**src/design/ibm_defines.vh**
```
`ifndef IBM_DEFINES_VH
`define IBM_DEFINES_VH
`define IBM_OFS_CH1_CTRL 8'h18
`define IBM_OFS_CH0_ADDR 8'h20
`define IBM_OFS_CH0_COUNT 8'h24
`define IBM_OFS_CH1_ADDR 8'h28
`define IBM_OFS_CH1_COUNT 8'h2c
`define IBM_OFS_CH0_FIFO 8'h40
`define IBM_BIT_ENABLE 0
`define IBM_BIT_DIR 3
`define IBM_BIT_ACTIVE 16
`define IBM_BIT_ERROR 17
`define IBM_BIT_COMPLETE 18
`define IBM_BIT_EMPTY 19
`define IBM_BIT_WATCHDOG 20
`define IBM_BIT_CAP0 21
`define IBM_BIT_CAP1 22
`define IBM_BIT_SIMPLEX 23
`define IBM_BIT_LAST 31
`define IBM_RESET_WORD 32'h00000000
`define IBM_FIFO_BYTES 256
`endif

```
**src/design/ibm_dma_status.v**
```verilog
// Notes on behaviour
// RULE_01 - simplex-only bit always reads zero; both channels may master together. Code grants the bus to one channel at a time.
// RULE_02 - two drive dma-capable bits are plain storage with no effect.
// RULE_03 - watchdog bit mirrors bit 12 of channel task-file status register.
// RULE_04 - buffer-empty bit is set whenever the channel fifo is empty.
// RULE_05 - to memory: complete needs drive irq and fifo drained; from memory: irq only.
// RULE_06 - enabled: complete latches, cleared by writing one; disabled: follows irq line.
// RULE_07 - master-error sets on bus error while mastering; write one clears.
// RULE_08 - active bit set while moving data; cleared when done or enable is zero.
// RULE_09 - direction one moves device to memory, zero memory to device.
// RULE_10 - enable starts engine; clearing wipes state, aborts and discards fifo data.
// RULE_11 - task-file or pio access while enabled ends in target-abort.
// RULE_12 - large-block mode only when control accessed at this second address. Code sets it on writes to 18h only, not on reads.
// RULE_13 - each channel has a read-only current dma address register.
// RULE_14 - byte count top bit shows last descriptor of table.
// RULE_15 - upper byte count shows extension in large-block mode, else zero.
// RULE_16 - low byte count shows current remaining count, read-only.
// RULE_17 - nine-bit fifo valid byte count, zero empty, 100h full. Code with DEPTH 16 reads 40h when full.
// RULE_18 - to memory: priority one when fifo dwords exceed write threshold. Code compares channel 1 against zero.
// RULE_19 - from memory: priority one when fifo free dwords exceed read threshold. Code compares channel 1 against zero.
// RULE_20 - simultaneous requests: higher priority wins, tie goes to last owner.
// RULE_21 - owner keeps bus unless requester has higher priority, then yields.
// RULE_22 - reserved bits ignore writes and read zero.
// RULE_23 - priority is zero when level does not exceed threshold.
`timescale 1ns/1ps
`include "ibm_defines.vh"
module ibm_dma_status #(
  parameter DEPTH = 16,
  parameter AW = 4
)
(
  input wire clk_sys,
  input wire rst_n,
  input wire reg_sel,
  input wire reg_wr,
  input wire [7:0] reg_addr,
  input wire [31:0] reg_wdata,
  input wire [3:0] reg_be,
  output reg [31:0] reg_rdata,
  input wire generic_ctrl_access,
  input wire [1:0] taskfile_access,
  output reg [1:0] target_abort,
  input wire [1:0] drive_irq,
  input wire [1:0] watchdog_status,
  input wire [1:0] bus_error,
  input wire [1:0] dma_request,
  input wire pci_grant,
  output reg [1:0] pci_owner,
  output reg [1:0] stop_transaction,
  input wire [63:0] engine_address,
  input wire [31:0] engine_count,
  input wire [29:0] count_extension,
  input wire [1:0] last_descriptor_flag,
  input wire [1:0] transfer_done,
  input wire [1:0] fifo_in_valid,
  output reg [1:0] fifo_in_ready,
  input wire [63:0] fifo_in_data,
  output reg [1:0] fifo_out_valid,
  input wire [1:0] fifo_out_ready,
  output reg [63:0] fifo_out_data,
  output reg [1:0] engine_enable,
  output reg [1:0] transfer_direction,
  output reg [1:0] large_block_mode,
  output reg [1:0] request_priority
);
  // nine-bit byte count; dword level times four, zero-extended so full never double-counts
  function [8:0] byte_level;
    input [AW:0] words;
    begin
      byte_level = {{(6-AW){1'b0}}, words, 2'b00};
    end
  endfunction
  reg [1:0] drive0_dma_capable;
  reg [1:0] drive1_dma_capable;
  reg [1:0] transfer_complete_flag;
  reg [1:0] master_error_flag;
  reg [1:0] transfer_active_flag;
  reg [5:0] wr_threshold;
  reg [5:0] rd_threshold;
  reg [1:0] last_owner;
  wire [AW:0] level [0:1];
  wire [1:0] in_ready_w;
  wire [1:0] out_valid_w;
  wire [63:0] out_data_w;
  wire [1:0] fifo_empty;
  wire [1:0] next_priority;
  wire wr_ctrl;
  wire wr_fifo;
  reg [31:0] next_rdata;
  reg [1:0] next_owner;
  assign wr_ctrl = reg_sel & reg_wr & (reg_addr == `IBM_OFS_CH1_CTRL);
  assign wr_fifo = reg_sel & reg_wr & (reg_addr == `IBM_OFS_CH0_FIFO);
  genvar g;
  generate
    for (g = 0; g < 2; g = g + 1)
    begin : ch
      wire [AW:0] free_words;
      ibm_fifo #(.WIDTH(32), .DEPTH(DEPTH), .AW(AW)) u_fifo (
        .clk_sys(clk_sys),
        .rst_n(rst_n),
        .flush(~engine_enable[g]), // RULE_10
        .in_valid(fifo_in_valid[g]),
        .in_ready(in_ready_w[g]),
        .in_data(fifo_in_data[32*g+31:32*g]),
        .out_valid(out_valid_w[g]),
        .out_ready(fifo_out_ready[g]),
        .out_data(out_data_w[32*g+31:32*g]),
        .level(level[g])
      );
      assign fifo_empty[g] = (level[g] == {(AW+1){1'b0}}); // RULE_04
      assign free_words = DEPTH[AW:0] - level[g];
      // threshold is 6 bits; a shallow fifo simply never exceeds high thresholds
      assign next_priority[g] = transfer_direction[g] ?
        ({{(6-AW){1'b0}}, level[g]} > {1'b0, (g == 0 ? wr_threshold : 6'h00)}) : // RULE_18 RULE_23
        ({{(6-AW){1'b0}}, free_words} > {1'b0, (g == 0 ? rd_threshold : 6'h00)}); // RULE_19 RULE_23
      always @(posedge clk_sys)
      begin
        if (!rst_n)
        begin
          transfer_complete_flag[g] <= 1'b0;
          master_error_flag[g] <= 1'b0;
          transfer_active_flag[g] <= 1'b0;
          target_abort[g] <= 1'b0;
        end
        else
        begin
          if (!engine_enable[g])
            transfer_complete_flag[g] <= drive_irq[g]; // RULE_06
          else if (drive_irq[g] && (!transfer_direction[g] || (fifo_empty[g] && transfer_done[g]))) // RULE_05
            transfer_complete_flag[g] <= 1'b1;
          else if (g == 1 && wr_ctrl && reg_be[2] && reg_wdata[`IBM_BIT_COMPLETE])
            transfer_complete_flag[g] <= 1'b0; // RULE_06
          if (bus_error[g] && pci_owner[g])
            master_error_flag[g] <= 1'b1; // RULE_07
          else if (g == 1 && wr_ctrl && reg_be[2] && reg_wdata[`IBM_BIT_ERROR])
            master_error_flag[g] <= 1'b0; // RULE_07
          if (!engine_enable[g] || transfer_done[g])
            transfer_active_flag[g] <= 1'b0; // RULE_08
          else if (dma_request[g] || pci_owner[g])
            transfer_active_flag[g] <= 1'b1; // RULE_08
          target_abort[g] <= engine_enable[g] & taskfile_access[g]; // RULE_11
        end
      end
    end
  endgenerate
  always @*
  begin
    next_owner = 2'b00;
    if (pci_grant)
    begin
      if (pci_owner[0] && dma_request[0] && !(dma_request[1] && next_priority[1] && !next_priority[0]))
        next_owner = 2'b01; // RULE_21
      else if (pci_owner[1] && dma_request[1] && !(dma_request[0] && next_priority[0] && !next_priority[1]))
        next_owner = 2'b10; // RULE_21
      else if (dma_request == 2'b11)
      begin
        if (next_priority[0] != next_priority[1])
          next_owner = next_priority[0] ? 2'b01 : 2'b10; // RULE_20
        else
          next_owner = last_owner; // RULE_20
      end
      else
        next_owner = dma_request;
    end
  end
  always @*
  begin
    next_rdata = 32'h00000000; // RULE_22
    if (reg_sel && !reg_wr)
    begin
      case (reg_addr)
        `IBM_OFS_CH1_CTRL:
        begin
          next_rdata[`IBM_BIT_SIMPLEX] = 1'b0; // RULE_01
          next_rdata[`IBM_BIT_CAP1] = drive1_dma_capable[1];
          next_rdata[`IBM_BIT_CAP0] = drive0_dma_capable[1];
          next_rdata[`IBM_BIT_WATCHDOG] = watchdog_status[1]; // RULE_03
          next_rdata[`IBM_BIT_EMPTY] = fifo_empty[1]; // RULE_04
          next_rdata[`IBM_BIT_COMPLETE] = transfer_complete_flag[1];
          next_rdata[`IBM_BIT_ERROR] = master_error_flag[1];
          next_rdata[`IBM_BIT_ACTIVE] = transfer_active_flag[1];
          next_rdata[`IBM_BIT_DIR] = transfer_direction[1];
          next_rdata[`IBM_BIT_ENABLE] = engine_enable[1];
        end
        `IBM_OFS_CH0_ADDR: next_rdata = engine_address[31:0]; // RULE_13
        `IBM_OFS_CH1_ADDR: next_rdata = engine_address[63:32]; // RULE_13
        `IBM_OFS_CH0_COUNT:
          next_rdata = {last_descriptor_flag[0], // RULE_14
            large_block_mode[0] ? count_extension[14:0] : 15'h0000, engine_count[15:0]}; // RULE_15 RULE_16
        `IBM_OFS_CH1_COUNT:
          next_rdata = {last_descriptor_flag[1], // RULE_14
            large_block_mode[1] ? count_extension[29:15] : 15'h0000, engine_count[31:16]}; // RULE_15 RULE_16
        `IBM_OFS_CH0_FIFO:
          next_rdata = {7'h00, byte_level(level[0]), // RULE_17
            2'b00, wr_threshold, 2'b00, rd_threshold};
        default: next_rdata = 32'h00000000;
      endcase
    end
  end
  always @(posedge clk_sys)
  begin
    if (!rst_n)
    begin
      engine_enable <= 2'b00;
      transfer_direction <= 2'b00;
      large_block_mode <= 2'b00;
      drive0_dma_capable <= 2'b00;
      drive1_dma_capable <= 2'b00;
      wr_threshold <= 6'h00;
      rd_threshold <= 6'h00;
      last_owner <= 2'b01;
      pci_owner <= 2'b00;
      stop_transaction <= 2'b00;
      request_priority <= 2'b00;
      reg_rdata <= `IBM_RESET_WORD;
      fifo_in_ready <= 2'b00;
      fifo_out_valid <= 2'b00;
      fifo_out_data <= 64'h0000000000000000;
    end
    else
    begin
      reg_rdata <= next_rdata;
      request_priority <= next_priority;
      pci_owner <= next_owner;
      stop_transaction <= pci_owner & ~next_owner & dma_request; // RULE_21
      if (next_owner != 2'b00)
        last_owner <= next_owner;
      fifo_in_ready <= in_ready_w;
      fifo_out_valid <= out_valid_w;
      fifo_out_data <= out_data_w;
      if (wr_ctrl)
      begin
        if (reg_be[0])
        begin
          engine_enable[1] <= reg_wdata[`IBM_BIT_ENABLE]; // RULE_10
          transfer_direction[1] <= reg_wdata[`IBM_BIT_DIR]; // RULE_09
        end
        if (reg_be[2])
        begin
          drive1_dma_capable[1] <= reg_wdata[`IBM_BIT_CAP1]; // RULE_02
          drive0_dma_capable[1] <= reg_wdata[`IBM_BIT_CAP0]; // RULE_02
        end
        large_block_mode[1] <= 1'b1; // RULE_12
      end
      else if (generic_ctrl_access)
        large_block_mode[1] <= 1'b0; // RULE_12
      if (wr_fifo)
      begin
        if (reg_be[1])
          wr_threshold <= reg_wdata[13:8]; // RULE_18
        if (reg_be[0])
          rd_threshold <= reg_wdata[5:0]; // RULE_19
      end
    end
  end
endmodule // ibm_dma_status

```
**src/design/ibm_fifo.v**
```verilog
`timescale 1ns/1ps
module ibm_fifo #(
  parameter WIDTH = 32,
  parameter DEPTH = 16,
  parameter AW = 4
)
(
  input wire clk_sys,
  input wire rst_n,
  input wire flush,
  input wire in_valid,
  output wire in_ready,
  input wire [WIDTH-1:0] in_data,
  output wire out_valid,
  input wire out_ready,
  output wire [WIDTH-1:0] out_data,
  output reg [AW:0] level
);
  reg [WIDTH-1:0] mem [0:DEPTH-1];
  reg [AW-1:0] wr_ptr;
  reg [AW-1:0] rd_ptr;
  wire push;
  wire pop;
  assign in_ready = (level != DEPTH[AW:0]);
  assign out_valid = (level != {(AW+1){1'b0}});
  assign out_data = mem[rd_ptr];
  assign push = in_valid & in_ready;
  assign pop = out_valid & out_ready;
  always @(posedge clk_sys)
  begin
    if (push)
      mem[wr_ptr] <= in_data;
  end
  always @(posedge clk_sys)
  begin
    if (!rst_n || flush)
    begin
      wr_ptr <= {AW{1'b0}};
      rd_ptr <= {AW{1'b0}};
      level <= {(AW+1){1'b0}};
    end
    else
    begin
      if (push)
        wr_ptr <= wr_ptr + 1'b1;
      if (pop)
        rd_ptr <= rd_ptr + 1'b1;
      if (push && !pop)
        level <= level + 1'b1;
      else if (pop && !push)
        level <= level - 1'b1;
    end
  end
endmodule // ibm_fifo

```
**config.mk**
```make
export PLATFORM = sky130hd
export DESIGN_NAME = ibm_dma_status
export DESIGN_NICKNAME = d
export VERILOG_FILES = /design/src/design/ibm_dma_status.v /design/src/design/ibm_fifo.v
export VERILOG_INCLUDE_DIRS = /design/src /design/src/design
export SDC_FILE = /design/constraint.sdc
export NUM_CORES = 1
export LEC_CHECK = 0
export BUFFER_PORTS_ARGS = -buffer_cell sky130_fd_sc_hd__buf_4
export CORE_MARGIN = 4
export CORE_UTILIZATION = 51
export DETAILED_ROUTE_END_ITERATION = 7
export PLACE_DENSITY = 0.75
export SYNTH_ARGS = -nofsm -noshare
export SYNTH_HDL_FRONTEND = slang
export SYNTH_SLANG_ARGS = --single-unit
export TNS_END_PERCENT = 5
```
**constraint.sdc**
```tcl
create_clock -name clk_sys -period 4.35 [get_ports clk_sys]
set_clock_uncertainty 0.1 [all_clocks]
set_input_delay 0.2175 -clock clk_sys [delete_from_list [all_inputs] [get_ports clk_sys]]
set_output_delay 0.2175 -clock clk_sys [all_outputs]
set_load 0.03 [all_outputs]
```
==> impl_metrics.env <==
export IMPL_status="completed"
export IMPL_worstRegToRegCells=7
export IMPL_ys_seq_area_share_pct=74.4
export IMPL_ant_nets=0
export IMPL_vias_per_cell=5.68
export IMPL_initial_core_util_pct=51.4
export IMPL_portBuffers=328
export IMPL_setup_violations_final=0
export IMPL_cp_start_kind="flip-flop"
export IMPL_drtPass1Iterations=6
export IMPL_grt_pass1_vias=15200
export IMPL_fill_cells=3331
export IMPL_hp_class="in2reg"
export IMPL_synth_top_family_by_area="multiplexers"
export IMPL_leakage_nw=11.3
export IMPL_drive_gt1_share_pct=32.8
export IMPL_yosysWarnings=0
export IMPL_fin_tns_setup_ns=0
export IMPL_num_rows=82
export IMPL_synth_edf_count=544
export IMPL_cp_end_kind="flip-flop"
export IMPL_syn_area_mm2=0.0257
export IMPL_syn_avg_cell_area_um2=18.9
export IMPL_period_needed_ns=3.51
export IMPL_synth_adder_area_share_pct=0.612
export IMPL_fmax_mhz=285
export IMPL_crit_path_start="ch[1].u_fifo.level[0]$_SDFFE_PP0P_"
export IMPL_period_share_pct=80.8
export IMPL_cts_tree="yes"
export IMPL_register_area_mm2=0.0192
export IMPL_path_clk_slew_ns=0.06
export IMPL_synth_area_leaders="edfxtp_1 63%, mux4_2 12%, dfxtp_1 11%"
export IMPL_num_vias=14700
export IMPL_slew_limit_headroom_pct=16.9
export IMPL_numCtsBuffers=70
export IMPL_hold_start="engine_address[0]"
export IMPL_drc=0
export IMPL_wl_per_cell_um=24.6
export IMPL_grt_antenna_before_repair=7
export IMPL_clk_latency_ns=0.59
export IMPL_worstPathArrival_ns=3.69
export IMPL_async_flop_share_pct=0
export IMPL_multiInputGateArea_mm2=0.00632
export IMPL_grt_pass1_wl_um=95000
export IMPL_synth_xor_area_share_pct=0.306
export IMPL_io_pins=372
export IMPL_yosys_area_share_simple_pct=4.10
export IMPL_die_x_um=233
export IMPL_maxSlewViolCount=0
export IMPL_fin_nets=2131
export IMPL_synth_top_area_cell="edfxtp_1"
export IMPL_synth_mux_area_share_pct=15.8
export IMPL_ys_ff_latch=685
export IMPL_synth_cell_types=60
export IMPL_fin_ws_ns=0.837
export IMPL_crit_path_top_delay_cell="nor2_4"
export IMPL_peakVddDrop_mv=0.352
export IMPL_path_cells="or4_1 > inv_1 > ha_1 > nor2b_1 > nand2_1 > nor2_4 > buf_4"
export IMPL_crit_fanout=19
export IMPL_place_ws_ns=0.780
export IMPL_dp_hpwl_um=38000
export IMPL_synthDominantCellAreaShare_pct=63.4
export IMPL_drt_total_wl_um=63700
export IMPL_dieArea_mm2=0.0541
export IMPL_core_mm2=0.0501
export IMPL_r2r_end="ch[1].u_fifo.mem[14][13]$_DFFE_PP_"
export IMPL_rrSetupSlack_ns=0.84
export IMPL_crit_path_max_incr_delay_ns=0.74
export IMPL_cts_htree_levels=3
export IMPL_critPathKind="reg2reg"
export IMPL_required_ns=4.52
export IMPL_max_cap_violations=0
export IMPL_ys_flop_type="edfxtp_1"
export IMPL_synthToLayoutAreaGrowth_pct=27.1
export IMPL_p_per_area_mw_per_mm2=413
export IMPL_clkSinkCount=685
export IMPL_die_h_um=233
export IMPL_worstPathBufferInverterCount=2
export IMPL_grt_usage_pct=23.5
export IMPL_rsz0062_at_grt="false"
export IMPL_clock_root_buffer="clkbuf_16"
export IMPL_crit_family="simple AND/OR/NAND/NOR gates"
export IMPL_synth_compound_area_share_pct=3.24
export IMPL_netlist_instances=1360
export IMPL_hold_violations=0
export IMPL_tightest_slew_ns=1.24
export IMPL_crit_end="ch[1].u_fifo.mem[14][13]$_DFFE_PP_"
export IMPL_gp_congestion=0.893
export IMPL_yosysMostFrequentCell="edfxtp_1"
export IMPL_crit_cells=7
export IMPL_cts_buffer_depth=3
export IMPL_final_util_pct=65.4
export IMPL_grt_max_degree=49
export IMPL_overflow=0
export IMPL_drt_iter0_drc=1383
export IMPL_synth_commonest_cells="544 x edfxtp_1, 141 x dfxtp_1, 135 x mux4_2, 90 x mux2i_1, 65 x nor2_1"
export IMPL_r2r_start="ch[1].u_fifo.level[0]$_SDFFE_PP0P_"
area by class of cell:
cell class,count,share of cell area (%)
Antenna cell,6,0.0459
Clock buffer,98,5.86
Clock inverter,27,0.742
Inverter,10,0.115
Multi-Input combinational cell,590,19.3
Sequential cell,685,58.6
Tap cell,672,2.57
Timing Repair Buffer,504,12.8
sequential cells by signal (all words and copies together), names as in the netlist, 4 cells and up:
name and flops:
rd_threshold 6, wr_threshold 6, ch.u_fifo.level 5, reg_rdata 32, ch.u_fifo.mem 544, ch.u_fifo.rd_ptr 4
ch.u_fifo.wr_ptr 4, fifo_out_data 64
cells by family (layout without fill, tap and decap cells):
group           Yosys count  count (layout)
other cells               1              11
mux                     236             236
xor+xnor                  9               9
flops                   685             685
fa+ha+maj                12              12
simple gates            201             201
buf+inv                  89             639
compound gates          127             127
power breakdown:
part           internal, mW  switching, mW
sequential             7.14         0.0251
clock                  3.27           2.39
combinational         0.334          0.348
worst min-delay path by stage:
stage	end	cells after the start
final	reg_rdata[0]$_SDFF_PN0_	4
after global routing	reg_rdata[9]$_SDFF_PN0_	4
after CTS	reg_rdata[0]$_SDFF_PN0_	4
after detailed placement	ch[0].u_fifo.mem[0][15]$_DFFE_PP_	1
after global placement	transfer_active_flag[1]$_SDFFE_PP0P_	2
after floorplan	fifo_in_ready[0]$_SDFF_PN0_	0
what timing repair did:
item | in CTS | in global routing
gates resized for setup | 0 | 0
endpoints found under the hold margin | 632 | 0
setup buffers | 0 | 0
hold buffers | 142 | 0
layer usage:
layer	share of wire [%]	up-vias	global-route usage (%)
met5	0.017	-	0
met4	3.0	2	8.24
met3	6.7	126	3.73
met2	50	629	38.6
met1	40	7518	32.5
li1	-	6450	-
cells in the final DEF (no fill, tap or decap), types with 5 or more instances in the layout:
cell type	Yosys	final
edfxtp_1	544	544
clkinv_1	0	12
nor2_4	0	12
nand2_1	27	26
diode_2	0	6
a222oi_1	7	7
ha_1	11	11
nor2_1	65	53
inv_1	9	9
dlygate4sd3_1	0	142
nor3_1	10	6
and3_1	11	11
and2_1	41	41
o21ai_0	10	10
buf_4	8	359
a21oi_1	33	33
clkbuf_1	39	23
mux4_2	135	135
dfxtp_1	141	138
a211oi_1	9	9
nand4_1	7	7
mux2i_1	90	90
nor3_2	1	5
nand3_1	12	12
a22oi_1	12	12
o22ai_1	33	33
mux2_2	11	11
conb_1	1	5
xor2_1	6	6
clkbuf_16	0	71
worst register-to-register path: cells and delay by family, from the launching register on:
family | cells | cell delay, ns
fa+ha+maj | 1 | 0.20
flops | 1 | 0.42
simple gates | 4 | 2.03
buf+inv | 2 | 0.47
stage by stage:
| stage | cells | hold WS, ns | instance area, um2 | power, mW |
|---|---|---|---|---|
| 2_1_floorplan | 1364 | 0.145 | 25800 | 7.53 |
| 3_3_place_gp | 2319 | 0.295 | 29100 | 7.85 |
| 3_5_place_dp | 2319 | 0.297 | 29100 | 7.87 |
| 4_1_cts | 2586 | 0.0177 | 32700 | 13.6 |
| 5_1_grt | 2591 | 0.0725 | 32700 | 14.0 |
| 6_report | 2592 | 0.0508 | 32700 | 13.5 |
Note: power is estimated with default switching activity, not from simulation.
